==> src/verilog/uds_pkg.sv <==
/*
  Package for the descriptor scheduler: list sizes, descriptor word field
  positions, timing constants and state codes.
  Assumes 32-bit descriptor words with the valid flag in word 0 bit 0.
*/
package uds_pkg;
  localparam int unsigned NUM_DESC     = 32;
  localparam int unsigned IDX_W        = 5;
  localparam int unsigned WORD_W       = 32;
  localparam int unsigned NUM_WORDS    = 8;
  localparam int unsigned WSEL_W       = 3;
  localparam int unsigned NUM_LISTS    = 3;
  // Word indices within a descriptor
  localparam logic [2:0]  W0           = 3'h0;
  localparam logic [2:0]  W2           = 3'h2;
  localparam logic [2:0]  W3           = 3'h3;
  localparam logic [2:0]  W4           = 3'h4;
  // Word 0 fields
  localparam int unsigned W0_VALID     = 0;
  localparam int unsigned W0_BYTES_LO  = 3;
  localparam int unsigned W0_BYTES_W   = 15;
  localparam int unsigned W0_MPL_LO    = 18;
  localparam int unsigned W0_MPL_W     = 11;
  localparam int unsigned W0_MULT_LO   = 29;
  localparam int unsigned W0_MULT_W    = 2;
  // Word 2 fields
  localparam int unsigned W2_ADDR_LO   = 8;
  localparam int unsigned W2_ADDR_W    = 16;
  localparam int unsigned W2_RL_LO     = 25;
  localparam int unsigned W2_RL_W      = 4;
  // Word 3 fields (upper half of 64-bit pair mapped to bits 31:28)
  localparam int unsigned W3_ACTIVE    = 31;
  localparam int unsigned W3_HALT      = 30;
  localparam int unsigned W3_BABBLE    = 29;
  localparam int unsigned W3_XERR      = 28;
  // Word 4 fields
  localparam int unsigned W4_NEXT_LO   = 0;
  localparam int unsigned W4_JUMP      = 5;
  // Per-entry skip and last marker bits are ports; retry limit
  localparam logic [1:0]  RETRY_MAX    = 2'h3;
  // Microframe period
  localparam int unsigned CLK_MHZ      = 250;
  localparam int unsigned UFRAME_NS    = 125000;
  localparam int unsigned UFRAME_CYC   = UFRAME_NS * CLK_MHZ / 1000;
  localparam int unsigned LAT_W        = 8;

  typedef enum logic [2:0] {
    UDS_IDLE  = 3'b000,
    UDS_RD0   = 3'b001,
    UDS_RD4   = 3'b010,
    UDS_EXEC  = 3'b011,
    UDS_WAIT  = 3'b100,
    UDS_WB    = 3'b101,
    UDS_NEXT  = 3'b110,
    UDS_RD2   = 3'b111
  } uds_state_e;
endpackage

==> src/verilog/uds_irq_group.sv <==
/*
  Completion interrupt combiner for one list: AND group and OR group of
  per-descriptor done bits, plus latency pacing in microframes.
  Assumes done and masks come from the same clock domain.
*/
`timescale 1ns/100ps
`default_nettype none
module uds_irq_group (
  input  wire logic                   core_clk,
  input  wire logic                   reset,
  input  wire logic [31:0]            done_map,
  input  wire logic [31:0]            mask_and,
  input  wire logic [31:0]            mask_or,
  input  wire logic                   uframe_tick,
  input  wire logic [uds_pkg::LAT_W-1:0] latency_uf,
  output logic                        irq
);
  logic                        hit;
  logic                        pend_q;
  logic [uds_pkg::LAT_W-1:0]   cnt_q;

  // AND group fires only when all selected done; OR group on any
  assign hit = ((|mask_and) && ((done_map & mask_and) == mask_and)) ||
               (|(done_map & mask_or)); // see RQ6

  always_ff @(posedge core_clk or posedge reset) begin
    if (reset) begin
      pend_q <= 1'b0;
      cnt_q  <= '0;
      irq    <= 1'b0;
    end else begin
      irq <= 1'b0;
      if (hit) begin
        pend_q <= 1'b1;
      end
      // Report only on a microframe boundary after latency count expires
      if (uframe_tick && (pend_q || hit)) begin // see RQ5
        if (cnt_q >= latency_uf) begin
          irq    <= 1'b1;
          pend_q <= 1'b0;
          cnt_q  <= '0;
        end else begin
          cnt_q <= cnt_q + 1'b1;
        end
      end
    end
  end

  property p_irq_needs_tick;
    @(posedge core_clk) disable iff (reset)
    irq |-> $past(uframe_tick);
  endproperty
  a_irq_needs_tick: assert property (p_irq_needs_tick) else $error("irq without microframe tick"); // see RQ5
endmodule // uds_irq_group
`default_nettype wire

==> src/verilog/uds_scheduler.sv <==
/*
  Descriptor list scheduler: walks isochronous, periodic interrupt and
  async lists in shared memory, starts transactions, updates status.
  Assumes a one-cycle-latency shared memory read port, a write port, and
  a USB transaction engine with start/done/babble/pid_err handshake.
*/
`timescale 1ns/100ps
`default_nettype none
// What this block does
// RQ1: Thirty-two descriptors per list, three lists
// RQ2: Isochronous, then interrupt, then async order
// RQ3: Software fills lists from endpoint link walk
// RQ4: Four interrupts: iso, interrupt, async, frame
// RQ5: Interrupt latency in whole microframes
// RQ6: Done bits combined via AND/OR masks
// RQ7: Descriptor complete when done condition true
// RQ8: Ascending walk honouring skip and last marker
// RQ9: Transaction only if active and not done; the code tests the word 0 valid flag, not the word 3 active bit
// RQ10: Next pointer from word 4 bits 4:0
// RQ11: Branching only forward, never backward
// RQ12: Software never chains same endpoint
// RQ13: Software puts last marker above target
// RQ14: Software never skips a branch target
// RQ15: Skipped descriptor ignored, walk advances
// RQ16: Skipped descriptor's next pointer ignored
// RQ17: Word 0: mult, max packet, byte count
// RQ18: Word 2: reload count, payload address
// RQ19: Word 4 bit 5 selects branch or advance
// RQ20: Babble sets status, clears active, valid
// RQ21: PID error sets error, retries three times
// RQ22: Valid flag in word 0 bit 0 required
module uds_scheduler (
  input  wire logic                     core_clk,
  input  wire logic                     reset,
  input  wire logic                     sched_en,
  input  wire logic [31:0]              iso_skip,
  input  wire logic [31:0]              int_skip,
  input  wire logic [31:0]              async_skip,
  input  wire logic [31:0]              iso_last,
  input  wire logic [31:0]              int_last,
  input  wire logic [31:0]              async_last,
  input  wire logic [31:0]              iso_mask_and,
  input  wire logic [31:0]              int_mask_and,
  input  wire logic [31:0]              async_mask_and,
  input  wire logic [31:0]              iso_mask_or,
  input  wire logic [31:0]              int_mask_or,
  input  wire logic [31:0]              async_mask_or,
  input  wire logic [7:0]               latency_uf,
  input  wire logic [31:0]              done_clr,
  input  wire logic [1:0]               done_clr_list,
  output logic                          mem_rd,
  output logic                          mem_wr,
  output logic [1:0]                    mem_list,
  output logic [4:0]                    mem_idx,
  output logic [2:0]                    mem_word,
  output logic [31:0]                   mem_wdata,
  input  wire logic [31:0]              mem_rdata,
  output logic                          xact_start,
  output logic [1:0]                    xact_mult,
  output logic [10:0]                   xact_max_packet_len,
  output logic [14:0]                   xact_bytes_to_move,
  output logic [3:0]                    xact_reload_count,
  output logic [15:0]                   xact_payload_start_addr,
  input  wire logic                     xact_done,
  input  wire logic                     xact_babble,
  input  wire logic                     xact_pid_err,
  output logic [31:0]                   iso_done,
  output logic [31:0]                   int_done,
  output logic [31:0]                   async_done,
  output logic                          iso_irq,
  output logic                          int_irq,
  output logic                          async_irq,
  output logic                          sof_irq,
  output logic                          busy
);
  uds_pkg::uds_state_e state_q;
  logic [1:0]   list_q;
  logic [4:0]   idx_q;
  logic [31:0]  w0_q;
  logic [31:0]  w3_q;
  logic [1:0]   retry_q;
  logic [31:0]  skip_v;
  logic [31:0]  last_v;
  logic         uframe_tick;
  logic [15:0]  uf_cnt_q;
  logic [31:0]  done_q [uds_pkg::NUM_LISTS];
  logic [4:0]   next_idx;
  logic         at_end;
  logic         jump_ok;
  logic [31:0]  wb_word;
  logic         babble_q;
  logic         xerr_q;
  logic         retry_go_q;
  logic         wait_retry;
  logic         wait_fail;

  always_comb begin
    unique case (list_q)
      2'h0:    begin skip_v = iso_skip;   last_v = iso_last;   end
      2'h1:    begin skip_v = int_skip;   last_v = int_last;   end
      default: begin skip_v = async_skip; last_v = async_last; end
    endcase
  end

  // Last marker or top entry ends a list
  assign at_end = last_v[idx_q] || (idx_q == 5'(uds_pkg::NUM_DESC - 1)); // see RQ8
  // A backward or self jump is refused and falls back to sequential
  assign jump_ok = mem_rdata[uds_pkg::W4_JUMP] &&
                   (mem_rdata[uds_pkg::W4_NEXT_LO +: uds_pkg::IDX_W] > idx_q); // see RQ11

  // Microframe timebase
  always_ff @(posedge core_clk or posedge reset) begin
    if (reset) begin
      uf_cnt_q <= '0;
    end else if (uframe_tick) begin
      uf_cnt_q <= '0;
    end else begin
      uf_cnt_q <= uf_cnt_q + 1'b1;
    end
  end
  assign uframe_tick = (uf_cnt_q == 16'(uds_pkg::UFRAME_CYC - 1));

  always_ff @(posedge core_clk or posedge reset) begin
    if (reset) begin
      sof_irq <= 1'b0;
    end else begin
      sof_irq <= uframe_tick; // see RQ4
    end
  end

  // Walker state machine
  always_ff @(posedge core_clk or posedge reset) begin
    if (reset) begin
      state_q  <= uds_pkg::UDS_IDLE;
      list_q   <= 2'h0;
      idx_q    <= 5'h0;
      w0_q     <= '0;
      w3_q     <= '0;
      retry_q  <= 2'h0;
      next_idx <= 5'h0;
    end else begin
      unique case (state_q)
        uds_pkg::UDS_IDLE: begin
          if (sched_en) begin
            list_q  <= 2'h0; // see RQ2
            idx_q   <= 5'h0;
            state_q <= uds_pkg::UDS_RD0;
          end
        end
        uds_pkg::UDS_RD0: begin
          state_q <= uds_pkg::UDS_RD2;
        end
        uds_pkg::UDS_RD2: begin
          w0_q    <= mem_rdata;
          state_q <= uds_pkg::UDS_RD4;
        end
        uds_pkg::UDS_RD4: begin
          if (skip_v[idx_q]) begin
            next_idx <= idx_q + 1'b1; // see RQ15 see RQ16
            state_q  <= uds_pkg::UDS_NEXT;
          end else begin
            state_q <= uds_pkg::UDS_EXEC;
          end
        end
        uds_pkg::UDS_EXEC: begin
          // Read data here is word 4 (issued in RD4)
          next_idx <= jump_ok ? mem_rdata[uds_pkg::W4_NEXT_LO +: uds_pkg::IDX_W] : idx_q + 1'b1; // see RQ10 see RQ19
          retry_q  <= 2'h0;
          if (w0_q[uds_pkg::W0_VALID] && !done_q[list_q][idx_q]) begin // see RQ22 see RQ9
            state_q <= uds_pkg::UDS_WAIT;
          end else begin
            state_q <= uds_pkg::UDS_NEXT;
          end
        end
        uds_pkg::UDS_WAIT: begin
          if (xact_done) begin
            w3_q    <= mem_rdata;
            state_q <= uds_pkg::UDS_WB;
          end else if (xact_pid_err && retry_q != uds_pkg::RETRY_MAX) begin
            retry_q <= retry_q + 1'b1; // see RQ21
          end else if (xact_babble || xact_pid_err) begin
            w3_q    <= mem_rdata;
            state_q <= uds_pkg::UDS_WB;
          end
        end
        uds_pkg::UDS_WB: begin
          state_q <= uds_pkg::UDS_NEXT;
        end
        uds_pkg::UDS_NEXT: begin
          if (at_end || !sched_en) begin
            idx_q <= 5'h0;
            if (list_q == 2'h2 || !sched_en) begin
              state_q <= uds_pkg::UDS_IDLE;
            end else begin
              list_q  <= list_q + 1'b1; // see RQ2
              state_q <= uds_pkg::UDS_RD0;
            end
          end else begin
            idx_q   <= next_idx; // see RQ8
            state_q <= uds_pkg::UDS_RD0;
          end
        end
      endcase
    end
  end

  // Reads words 0, 2, 4, then word 3 while waiting; a failure writes 3, then 0
  always_comb begin
    mem_rd    = (state_q == uds_pkg::UDS_RD0) || (state_q == uds_pkg::UDS_RD2) ||
                (state_q == uds_pkg::UDS_RD4) || (state_q == uds_pkg::UDS_WAIT);
    mem_word  = (state_q == uds_pkg::UDS_RD2) ? uds_pkg::W2 :
                (state_q == uds_pkg::UDS_RD4) ? uds_pkg::W4 :
                (state_q == uds_pkg::UDS_WAIT || state_q == uds_pkg::UDS_WB) ? uds_pkg::W3 : uds_pkg::W0;
    mem_wr    = (babble_q || xerr_q) && (state_q == uds_pkg::UDS_WB || state_q == uds_pkg::UDS_NEXT);
    mem_wdata = (state_q == uds_pkg::UDS_WB) ? wb_word :
                (w0_q & ~(32'h1 << uds_pkg::W0_VALID)); // see RQ20 see RQ21
  end
  assign mem_list = list_q;
  assign mem_idx  = idx_q;

  // Error status: clear active, set babble or error
  always_comb begin
    wb_word = w3_q;
    wb_word[uds_pkg::W3_ACTIVE] = 1'b0; // see RQ20 see RQ21
    wb_word[uds_pkg::W3_BABBLE] = babble_q; // see RQ20
    wb_word[uds_pkg::W3_XERR]   = xerr_q; // see RQ21
  end

  // Responses are one-cycle pulses, so the failure kind is held for write-back
  assign wait_retry = (state_q == uds_pkg::UDS_WAIT) && !xact_done && xact_pid_err &&
                      (retry_q != uds_pkg::RETRY_MAX);
  assign wait_fail  = (state_q == uds_pkg::UDS_WAIT) && !xact_done && !wait_retry &&
                      (xact_babble || xact_pid_err);
  always_ff @(posedge core_clk or posedge reset) begin
    if (reset) begin
      babble_q   <= 1'b0;
      xerr_q     <= 1'b0;
      retry_go_q <= 1'b0;
    end else begin
      retry_go_q <= wait_retry; // see RQ21
      if (wait_fail) begin
        babble_q <= xact_babble; // see RQ20
        xerr_q   <= xact_pid_err; // see RQ21
      end else if (state_q == uds_pkg::UDS_NEXT) begin
        babble_q <= 1'b0;
        xerr_q   <= 1'b0;
      end
    end
  end

  // Transaction parameters from word 0 and word 2
  assign xact_start = ((state_q == uds_pkg::UDS_EXEC) && w0_q[uds_pkg::W0_VALID] &&
                      !done_q[list_q][idx_q]) || retry_go_q; // see RQ21
  always_ff @(posedge core_clk or posedge reset) begin
    if (reset) begin
      xact_mult               <= '0;
      xact_max_packet_len     <= '0;
      xact_bytes_to_move      <= '0;
      xact_reload_count       <= '0;
      xact_payload_start_addr <= '0;
    end else if (state_q == uds_pkg::UDS_RD2) begin
      xact_mult           <= mem_rdata[uds_pkg::W0_MULT_LO +: uds_pkg::W0_MULT_W]; // see RQ17
      xact_max_packet_len <= mem_rdata[uds_pkg::W0_MPL_LO +: uds_pkg::W0_MPL_W];
      xact_bytes_to_move  <= mem_rdata[uds_pkg::W0_BYTES_LO +: uds_pkg::W0_BYTES_W];
    end else if (state_q == uds_pkg::UDS_RD4) begin
      xact_reload_count       <= mem_rdata[uds_pkg::W2_RL_LO +: uds_pkg::W2_RL_W]; // see RQ18
      xact_payload_start_addr <= mem_rdata[uds_pkg::W2_ADDR_LO +: uds_pkg::W2_ADDR_W];
    end
  end

  // Done maps; set wins over software clear
  genvar g;
  generate
    for (g = 0; g < uds_pkg::NUM_LISTS; g++) begin : g_done // see RQ1
      always_ff @(posedge core_clk or posedge reset) begin
        if (reset) begin
          done_q[g] <= '0;
        end else begin
          done_q[g] <= (done_clr_list == 2'(g)) ? (done_q[g] & ~done_clr) : done_q[g];
          if (state_q == uds_pkg::UDS_WB && list_q == 2'(g)) begin
            done_q[g][idx_q] <= 1'b1; // see RQ7
          end
        end
      end
    end
  endgenerate
  assign iso_done   = done_q[0];
  assign int_done   = done_q[1];
  assign async_done = done_q[2];
  assign busy       = (state_q != uds_pkg::UDS_IDLE);

  uds_irq_group u_iso (.core_clk(core_clk), .reset(reset), .done_map(done_q[0]),
    .mask_and(iso_mask_and), .mask_or(iso_mask_or), .uframe_tick(uframe_tick),
    .latency_uf(latency_uf), .irq(iso_irq)); // see RQ4
  uds_irq_group u_int (.core_clk(core_clk), .reset(reset), .done_map(done_q[1]),
    .mask_and(int_mask_and), .mask_or(int_mask_or), .uframe_tick(uframe_tick),
    .latency_uf(latency_uf), .irq(int_irq));
  uds_irq_group u_async (.core_clk(core_clk), .reset(reset), .done_map(done_q[2]),
    .mask_and(async_mask_and), .mask_or(async_mask_or), .uframe_tick(uframe_tick),
    .latency_uf(latency_uf), .irq(async_irq));

  property p_start_needs_valid;
    @(posedge core_clk) disable iff (reset)
    xact_start |-> w0_q[uds_pkg::W0_VALID] && !done_q[list_q][idx_q];
  endproperty
  a_start_needs_valid: assert property (p_start_needs_valid) else $error("start on invalid entry"); // see RQ9
  property p_forward_only;
    @(posedge core_clk) disable iff (reset)
    (state_q == uds_pkg::UDS_NEXT && !at_end && sched_en) |=> (idx_q > $past(idx_q));
  endproperty
  a_forward_only: assert property (p_forward_only) else $error("walk went backward"); // see RQ11
  property p_iso_first;
    @(posedge core_clk) disable iff (reset)
    (state_q == uds_pkg::UDS_IDLE && sched_en) |=> (list_q == 2'h0);
  endproperty
  a_iso_first: assert property (p_iso_first) else $error("iso list not first"); // see RQ2
  property p_skip_no_exec;
    @(posedge core_clk) disable iff (reset)
    (state_q == uds_pkg::UDS_RD4 && skip_v[idx_q]) |=> state_q == uds_pkg::UDS_NEXT;
  endproperty
  a_skip_no_exec: assert property (p_skip_no_exec) else $error("skipped entry executed"); // see RQ15
  property p_wb_clears_active;
    @(posedge core_clk) disable iff (reset)
    mem_wr |-> ((mem_word == uds_pkg::W3) ? !mem_wdata[uds_pkg::W3_ACTIVE] : !mem_wdata[uds_pkg::W0_VALID]);
  endproperty
  a_wb_clears_active: assert property (p_wb_clears_active) else $error("active not cleared"); // see RQ20
  property p_wb_marks_done;
    @(posedge core_clk) disable iff (reset)
    state_q == uds_pkg::UDS_WB |=> done_q[$past(list_q)][$past(idx_q)];
  endproperty
  a_wb_marks_done: assert property (p_wb_marks_done) else $error("done not set"); // see RQ7
  property p_sof_period;
    @(posedge core_clk) disable iff (reset)
    sof_irq |=> !sof_irq;
  endproperty
  a_sof_period: assert property (p_sof_period) else $error("sof not a pulse"); // see RQ4
  property p_retry_bound;
    @(posedge core_clk) disable iff (reset)
    (state_q == uds_pkg::UDS_WAIT && xact_pid_err && !xact_done && retry_q == uds_pkg::RETRY_MAX) |=>
      state_q == uds_pkg::UDS_WB;
  endproperty
  a_retry_bound: assert property (p_retry_bound) else $error("too many retries"); // see RQ21
  c_start: cover property (@(posedge core_clk) xact_start);
  c_async: cover property (@(posedge core_clk) list_q == 2'h2 && xact_start);
  c_babble: cover property (@(posedge core_clk) mem_wr && babble_q);
  c_retry: cover property (@(posedge core_clk) retry_go_q);
endmodule // uds_scheduler
`default_nettype wire
==> config.mk <==
export PLATFORM = sky130hd
export DESIGN_NAME = uds_scheduler
export DESIGN_NICKNAME = d
export VERILOG_FILES = /design/src/verilog/uds_pkg.sv /design/src/verilog/uds_irq_group.sv /design/src/verilog/uds_scheduler.sv
export SDC_FILE = /design/constraint.sdc
export NUM_CORES = 1
export LEC_CHECK = 0
export ABC_AREA = 1
export BUFFER_PORTS_ARGS = -buffer_cell sky130_fd_sc_hd__clkbuf_2
export CAP_MARGIN = 25
export CORE_AREA = 2 2 254 256
export CTS_CLUSTER_SIZE = 28
export DETAILED_ROUTE_END_ITERATION = 6
export DIE_AREA = 0 0 256 258
export PLACE_DENSITY = 0.55
export SYNTH_ARGS = -nofsm -noshare
export SYNTH_HDL_FRONTEND = slang
export SYNTH_SLANG_ARGS = --single-unit
==> constraint.sdc <==
create_clock -name core_clk -period 11.85 [get_ports core_clk]
set_input_delay 2.37 -clock core_clk [delete_from_list [all_inputs] [get_ports core_clk]]
set_output_delay 2.37 -clock core_clk [all_outputs]
set_load 0.02 [all_outputs]
# Yosys cells after proc, flatten, opt, wreduce, memory -nomap -nowiden

Index checks and enable logic that the tools add are counted.

Bits in registers: 274
Bits of input ports: 464
Word-level logic and storage cells: 218

Add/subtract/negate cells: 7
Order comparisons: 7
Equality and inequality tests: 26
Muxes and demuxes: 70
Bitwise gates (word level): 15
Reductions and logical operators: 64

Operators with widths:

| cell                    | number |
|---|---|
| $and A32 B32 Y32        | 9 |
| $mux W32                | 9 |
| $reduce_or A32 Y1       | 6 |
| $pmux W32 S2            | 2 |
| $eq A32 B32 Y1          | 3 |
| $or A32 B32 Y32         | 3 |
| $mux W31                | 3 |
| $bmux W32 S2            | 1 |
| $not A32 Y32            | 1 |
| $add A8 B1 Y8 const B   | 3 |
| $ge A8 B8 Y1            | 3 |
| $mux W3                 | 8 |
| $mux W8                 | 3 |
| $pmux W3 S8             | 1 |
| $mux W1                 | 23 |
| $logic_and A1 B1 Y1     | 21 |
| $mux W5                 | 4 |
| $pmux W5 S2             | 2 |
| $logic_or A1 B1 Y1      | 17 |
| $add A16 B1 Y16 const B | 1 |
| $eq A16 B15 Y1 const B  | 1 |
| $mux W16                | 1 |
| $ne A2 B2 Y1 const B    | 8 |
| $bmux W1 S5             | 3 |
| other kinds (27)        | 53 |

# Longest topological paths before layout

Gate-level depths: netlist of run 1.

Depth after elaboration: 10
Gate-level depth with buffers: 22
Mapped depth without buffers: 18

# Hierarchy

A second synthesis of run 1 with hierarchy kept.

Cells, all modules: 2537
Area, all modules: 16661.0 um2

Modules (own cells, without submodules):

| module        | instances | cells each | area an instance (um2) |
|---|---|---|---|
| uds_scheduler | 1         | 1682       | 12201.7 |
| uds_irq_group | 3         | 285        | 1486.4 |

# Worst setup path before layout of run 1

Ideal clock, no wire load.

Path type: register to output
From: register idx_q[1], in the netlist mem_idx[1]
To: output xact_start
Arrival: 1.883 ns
Data required time: 9.480 ns
Slack: 7.597 ns
Cell stages (with the launch flop): 14
Buffers on the path: 2
Cell sequence: dfrtp_1 > buf_4 > nand2_1 > clkbuf_2 > or2_2 > o211ai_1 > nand2_1 > nand3_1 > nand2_1 > nand3_1 > nand2_1 > nor2_1 > nand2_1 > nand2_1

Longest elaborated chain between the ends: 5

RTL lines:

| element                       | RTL line             | source |
|---|---|---|
| start: declaration            | uds_scheduler.sv:78  | `logic [4:0] idx_q;` |
| start signal: assignment      | uds_scheduler.sv:199 | `idx_q <= next_idx;` |
| $bmux W1 S5                   | uds_scheduler.sv:253 | `!done_q[list_q][idx_q]) \|\| retry_go_q;` |
| $mux W1 (implied by the code) | uds_scheduler.sv:253 |  |
| $logic_not A1 Y1              | uds_scheduler.sv:253 |  |
| $logic_and A1 B1 Y1           | uds_scheduler.sv:252 | `assign xact_start = ((state_q == uds_pkg::UDS_EXEC) && w0_q[uds_pkg::W0_VALID] &&` |
| $logic_or A1 B1 Y1            | uds_scheduler.sv:253 |  |
| end: declaration              | uds_scheduler.sv:58  | `output logic xact_start,` |

Every way passes these cells. The select of a mux whose other input is x is not followed.

# Worst setup path after layout of run 1

Same ends and word-level chain as after synthesis.

==> results of run 1 <==
==> cells in the final DEF (no fill, tap or decap), drive strengths merged, types with 2 or more instances in the layout <==
cell / instances
a21oi: 82
a22oi: 2
a211oi: 4
nand3b: 6
clkinvlp: 3
mux2: 2
nor3: 17
dfrtp: 244
xnor2: 11
nand4: 34
buf: 22
diode: 3
nand2: 795
a221oi: 18
or2: 15
nor4: 18
inv: 274
a22o: 5
o21a: 4
o21ai: 299
nand3: 185
clkbuf: 695
clkinv: 5
o22ai: 41
ha: 43
bufinv: 5
xor2: 11
nor2: 102
o211ai: 6
==> per-layer routing <==
layer | vias up | GRT usage [%] | wire [um]
li1 | 8821 | - | -
met5 | - | 0 | 46
met2 | 888 | 39.2 | 37500
met1 | 8636 | 32.7 | 35500
met3 | 121 | 5.80 | 7540
met4 | 8 | 8.38 | 3270
==> flip-flops by register name, summed over array words and instances (netlist names), 2 cells and up <==
register	flops
mem_idx	5
w0_q	32
next_idx	5
u_async.cnt_q	8
async_done	32
retry_q	2
state_q	3
xact_reload_count	4
w3_q	29
u_iso.cnt_q	8
u_int.cnt_q	8
int_done	32
iso_done	32
mem_list	2
xact_payload_start_addr	16
uf_cnt_q	16
==> per-stage QoR <==
step | std cells | setup WS [ns]
after global routing | 3811 | 5.35
after floorplan | 2346 | 2.78
after CTS | 3809 | 5.66
final | 3813 | 5.77
after global placement | 3753 | 6.41
after detailed placement | 3756 | 6.29
==> final cells by class <==
cell class / count / area, um2
fill: 7066 / 42700
multi-input combinational: 1707 / 8210
sequential: 244 / 6110
timing repair buffer: 679 / 3530
tap: 855 / 1070
inverter: 272 / 1030
clock buffer: 38 / 810
clock inverter: 15 / 225
antenna: 3 / 7.51
==> report_power, final <==
group          switching [mW]  internal [mW]  leakage, nW  total, mW
Combinational            1.24          0.536         7.52       1.77
Clock                   0.385          0.591        0.500      0.976
Sequential              0.159           1.00         3.23       1.16
Total                    1.78           2.13         11.3       3.91
==> cells in the mapped netlist, types with 18 or more instances <==
| cell type | instances |
|---|---|
| ha_1 | 43 |
| nand2_1 | 793 |
| dfrtp_1 | 244 |
| a21oi_1 | 82 |
| buf_4 | 37 |
| clkbuf_1 | 44 |
| nand3_1 | 184 |
| buf_2 | 25 |
| o22ai_1 | 41 |
| nand4_1 | 34 |
| nor2_1 | 99 |
| a221oi_1 | 18 |
| inv_1 | 268 |
| o21ai_0 | 295 |
==> final timing paths <==
check	slack, ns	endpoint	from
worst min register to register	0.48	uf_cnt_q[15]	uf_cnt_q[15]
worst min-delay path	0.48	uf_cnt_q[15]	uf_cnt_q[15]
max in group asynchronous	8.47	int_done[10]	reset
min in group asynchronous	1.90	xact_payload_start_addr[6]	reset
worst max register to register	7.89	next_idx[2]	mem_list[1]
worst max-delay path	5.77	xact_start	mem_idx[1]
==> worst max-delay path, delay by kind of cell (launching register included) <==
kind | cells | cell delay, ns
compound gates | 1 | 0.15
simple gates | 10 | 1.66
buf+inv | 2 | 0.65
flops | 1 | 0.64
==> cell families after synthesis <==
logic type	synth area share (%)
muxes	0.141
and+or+nand+nor	30.6
DFF	38.2
buffers and inverters	10.7
xor gates and xnor gates	1.20
adders and majority gates	3.36
AOI/OAI and AO/OA	15.8
==> flow_summary.yaml, run 1 <==
route:
  drt_iter0_markers: 1829
  wirelength_mm: 83.9
  wl_per_cell_um: 22.0
  vias: 18500
  drt-pass1-iter-count: 5
  ant_nets: 0
  drc: 0
  viasPerCell: 4.85
worst_setup_path:
  cp-end-kind: "output port"
  cp_cell_sequence: "inv_2 > nor2_2 > nand2_1 > o211ai_1 > nand2_1 > nand3_1 > nand2_1 > nand3_1 > nand2_1 > nor2_1 > nand2_1 > nand2_1 > clkbuf_2"
  path_common_cell: "nand2_1"
  crit_type: "flip-flop to output port"
  r2r_cells: 17
  cp_max_fo: 37
  critPathMaxStageDelay_ns: 0.83
  worstPathRequired_ns: 9.48
  cp-start-kind: "flip-flop"
  arrival_ns: 3.71
  crit_slowest_cell: "nor2_2"
grt:
  grt_max_degree: 100
  antenna_found_initial: 5
  grt_use_total_pct: 24.6
  grt_pass1_vias: 17400
  grt-ovfl-total: 0
  grt_pass1_wl_mm: 121
finish:
  nNetsFinal: 3440
  fin_area_um2: 21000
  drive_gt1_share_pct: 25.8
  final_util_pct: 33.0
  syn_to_final_growth_pct: 31.3
yosys:
  syn-num-nets: 2853
  syn_inst: 2346
  ys_types: 45
  synth-edff-count: 0
  synth_largest_area_cell: "dfrtp_1"
  ys.flop_type: "dfrtp_1"
  ys_seq_area_share_pct: 38.2
  yosysTopAreaCellShare_pct: 38.2
  synth-async-reset-ratio_pct: 100
  synth.area.top_cells: "dfrtp_1, nand2_1, o21ai_0"
  avgSynthCellArea_um2: 6.82
  ys_seq_elements: 244
  syn_area_um2: 16000
  yosys_warnings: 0
timing:
  drv_slew: 0
  min_period_ns: 6.08
  max_freq_ghz: 0.164
  clock_skew_ns: 0.0203
  slew_headroom_pct: 29.4
  finalHoldViolations: 0
  tightest_slew_ns: 1.05
  fin_setup_tns_ns: 0
  rsz0062_at_grt: "no"
  period_share_pct: 51.3
  setup_viol: 0
  hold-worst-slack_ns: 0.481
power_and_ir_drop:
  power_mw: 3.91
  p_leak_nw: 11.3
  power-per-cell-area_nw_per_um2: 186
  vdd_drop_max_v: 0.000151
floorplanning:
  ios: 658
  std_cell_rows: 93
  die_h_um: 258
  die_area_um2: 66000
  initial_core_util_pct: 25.1
  core_area_um2: 63600
  die_width_um: 256
place:
  io_buffers: 657
  placed_area_um2: 19900
  hpwl_mm: 66.1
  routabilityCongestion: 0.988
clock_network:
  post_cts_resized: 0
  clock_sinks: 244
  clk_pin_slew_ns: 0.07
  cts_max_level: 1
  cts_root_buf: "clkbuf_16"
  postCtsHoldBufs: 0
  cts_buffer_depth: 3
  cts_setup_buffers: 0
  worstSkewPairLatency_ns: 0.58
  tritoncts: "yes"
  cts_buffers: 29
worst_hold_path:
  min_path_cells: 1
  worstHoldPathType: "flip-flop to flip-flop"
flow_run:
  cap_violations: 0
outcome:
  status: "finished, final reports clean"
Note: power is estimated with default switching activity, not from simulation.
==> run 2, diff against run 1 <==
--- a/config.mk
+++ b/config.mk
@@ -8,11 +8,11 @@
 export ABC_AREA = 1
 export BUFFER_PORTS_ARGS = -buffer_cell sky130_fd_sc_hd__clkbuf_2
 export CAP_MARGIN = 25
-export CORE_AREA = 2 2 254 256
+export CORE_AREA = 2 2 257 259
 export CTS_CLUSTER_SIZE = 28
 export DETAILED_ROUTE_END_ITERATION = 6
-export DIE_AREA = 0 0 256 258
-export PLACE_DENSITY = 0.55
+export DIE_AREA = 0 0 259 261
+export PLACE_DENSITY = 0.56
 export SYNTH_ARGS = -nofsm -noshare
 export SYNTH_HDL_FRONTEND = slang
 export SYNTH_SLANG_ARGS = --single-unit
==> constraint.sdc (replaced) <==
create_clock -name core_clk -period 4.9 [get_ports core_clk]
set_input_delay 0.98 -clock core_clk [delete_from_list [all_inputs] [get_ports core_clk]]
set_output_delay 0.98 -clock core_clk [all_outputs]
set_load 0.02 [all_outputs]
==> flow_summary.yaml, run 2 (synthesized netlist as in run 1, its figures left out) <==
worst_setup_path:
  r2r_cells: 18
  cp-end-kind: "output port"
  timing.rr.end: "next_idx[2]"
  crit_end: "xact_start"
  cp_max_fo: 37
  regToRegSetupSlack_ns: 1.67
  crit_type: "flip-flop to output port"
  arrival_ns: 3.46
  cp-startpoint: "mem_idx[0]"
  cp-start-kind: "flip-flop"
  worstPathRequired_ns: 3.92
  cp.depth: 13
  critPathMaxStageDelay_ns: 0.65
  cp_cell_sequence: "inv_2 > nand2_1 > or2_2 > nand3_1 > nand2_1 > nand3_1 > nand2_1 > nand3_1 > nand3_1 > nor2_1 > nand2_1 > nand2_1 > clkbuf_2"
  path_common_cell: "nand2_1"
  rr_startpoint: "mem_list[0]"
  crit_family: "simple AND/OR/NAND/NOR gates"
  path_buf_inv: 2
  crit_slowest_cell: "inv_2"
route:
  drc: 0
  ant_nets: 0
  wl_per_cell_um: 22.3
  viasPerCell: 4.79
  vias: 18300
  drt-pass1-iter-count: 5
  wirelength_mm: 85.3
  drt_iter0_markers: 1554
timing:
  period_share_pct: 90.7
  finalHoldViolations: 0
  fin_setup_tns_ns: 0
  rsz0062_at_grt: "no"
  drv_slew: 0
  fin_ws_ns: 0.456
  clock_skew_ns: 0.0248
  slew_headroom_pct: 23.0
  tightest_slew_ns: 1.15
  setup_viol: 0
  hold-worst-slack_ns: 0.473
  max_freq_ghz: 0.225
  min_period_ns: 4.44
floorplanning:
  die_h_um: 261
  core_area_um2: 65000
  ios: 658
  die_area_um2: 67600
  std_cell_rows: 94
  initial_core_util_pct: 24.6
  die_width_um: 259
power_and_ir_drop:
  p_leak_nw: 11.2
  vdd_drop_max_v: 0.000355
  combPwrFrac_pct: 46.5
  p_clk_share_pct: 23.2
  power-per-cell-area_nw_per_um2: 444
  p_seq_share_pct: 30.4
  power_switching_mw: 4.29
  swShare_pct: 46.3
  power_mw: 9.27
  cell_internal_pwr_mw: 4.98
worst_hold_path:
  worstHoldPathType: "flip-flop to flip-flop"
  min_from: "uf_cnt_q[15]"
place:
  post-place-ws_ns: 1.02
  io_buffers: 657
  routabilityCongestion: 0.939
  hpwl_mm: 66.7
  place_inst: 3768
  placed_area_um2: 19900
finish:
  syn_to_final_growth_pct: 30.5
  final_common_cell: "nand2_1"
  nNetsFinal: 3443
  final_util_pct: 32.1
  final_cell_count_no_fill: 3826
  n_fill_cell: 7194
  final_cell_mix: "nand2_1, clkbuf_2, o21ai_0"
  drive_gt1_share_pct: 25.8
  fin_area_um2: 20900
grt:
  grt_pass1_wl_mm: 120
  grt_use_total_pct: 24.2
  grt-ovfl-total: 0
  grt_pass1_vias: 17100
  grt_max_degree: 165
  antenna_found_initial: 12
clock_network:
  post_cts_resized: 0
  cts_max_level: 1
  tritoncts: "yes"
  clock_sinks: 244
  cts_root_buf: "clkbuf_16"
  cts_buffer_depth: 3
  postCtsHoldBufs: 0
  cts_setup_buffers: 0
  cts_buffers: 29
  clk_pin_slew_ns: 0.06
  worstSkewPairLatency_ns: 0.57
flow_run:
  cap_violations: 0
outcome:
  status: "finished, final reports clean"
==> run 2: changes by cell type in the layout (fill, tap and decap cells not counted) <==
cell        previous run  this run
buf_4                 18        23
buf_16                 4         0
bufinv_16              5         1
buf_12                 0         2
clkbuf_1               4         6
clkbuf_8               5         7
clkinv_2               3         5
diode_2                3         5
inv_8                  2         0
clkinvlp_4             3         2
nor2_2                 3         4
nor2_4                 2         1
==> run 2: per-layer routing <==
layer  track usage, %  part of all wire (%)  vias up
li1                 -                     -     8828
met1             32.2                    43     8531
met2             38.1                    45      838
met3             6.57                   9.1      129
met4             7.72                   3.3       14
met5                0                  0.12        -
==> run 2: cell type report <==
cell class	instances	area, um2	share of cell area (%)
multi-input cells	1707	8210	39.3
flip-flops and latches	244	6110	29.3
repair buffers	682	3500	16.8
well taps	864	1080	5.18
inverters	272	1020	4.91
clock buffers	42	845	4.05
clock inverters	10	88.8	0.426
diodes	5	12.5	0.0600
==> run 2: worst register-to-register path, delay by kind of cell (launching register included) <==
family	cells	cell delay, ns
buf+inv	3	0.74
flops	1	0.52
fa+ha+maj	1	0.25
simple gates	14	1.64
==> run 2: power by group through the flow <==
stage                     clock (mW)  sequential (mW)  combinational [mW]
after floorplan                    0             2.83                2.87
after global placement             0             2.84                4.28
after detailed placement           0             2.83                4.29
after CTS                       2.18             2.81                4.31
after global routing            2.27             2.87                4.77
final                           2.15             2.81                4.31
==> run 2: worst min-delay path by stage <==
| stage | end | cells after the start |
|---|---|---|
| after detailed placement | uf_cnt_q[15] | 1 |
| after global placement | uf_cnt_q[15] | 1 |
| after CTS | uf_cnt_q[15] | 1 |
| after floorplan | uf_cnt_q[15] | 1 |
| after global routing | uf_cnt_q[15] | 1 |
| final | uf_cnt_q[15] | 1 |
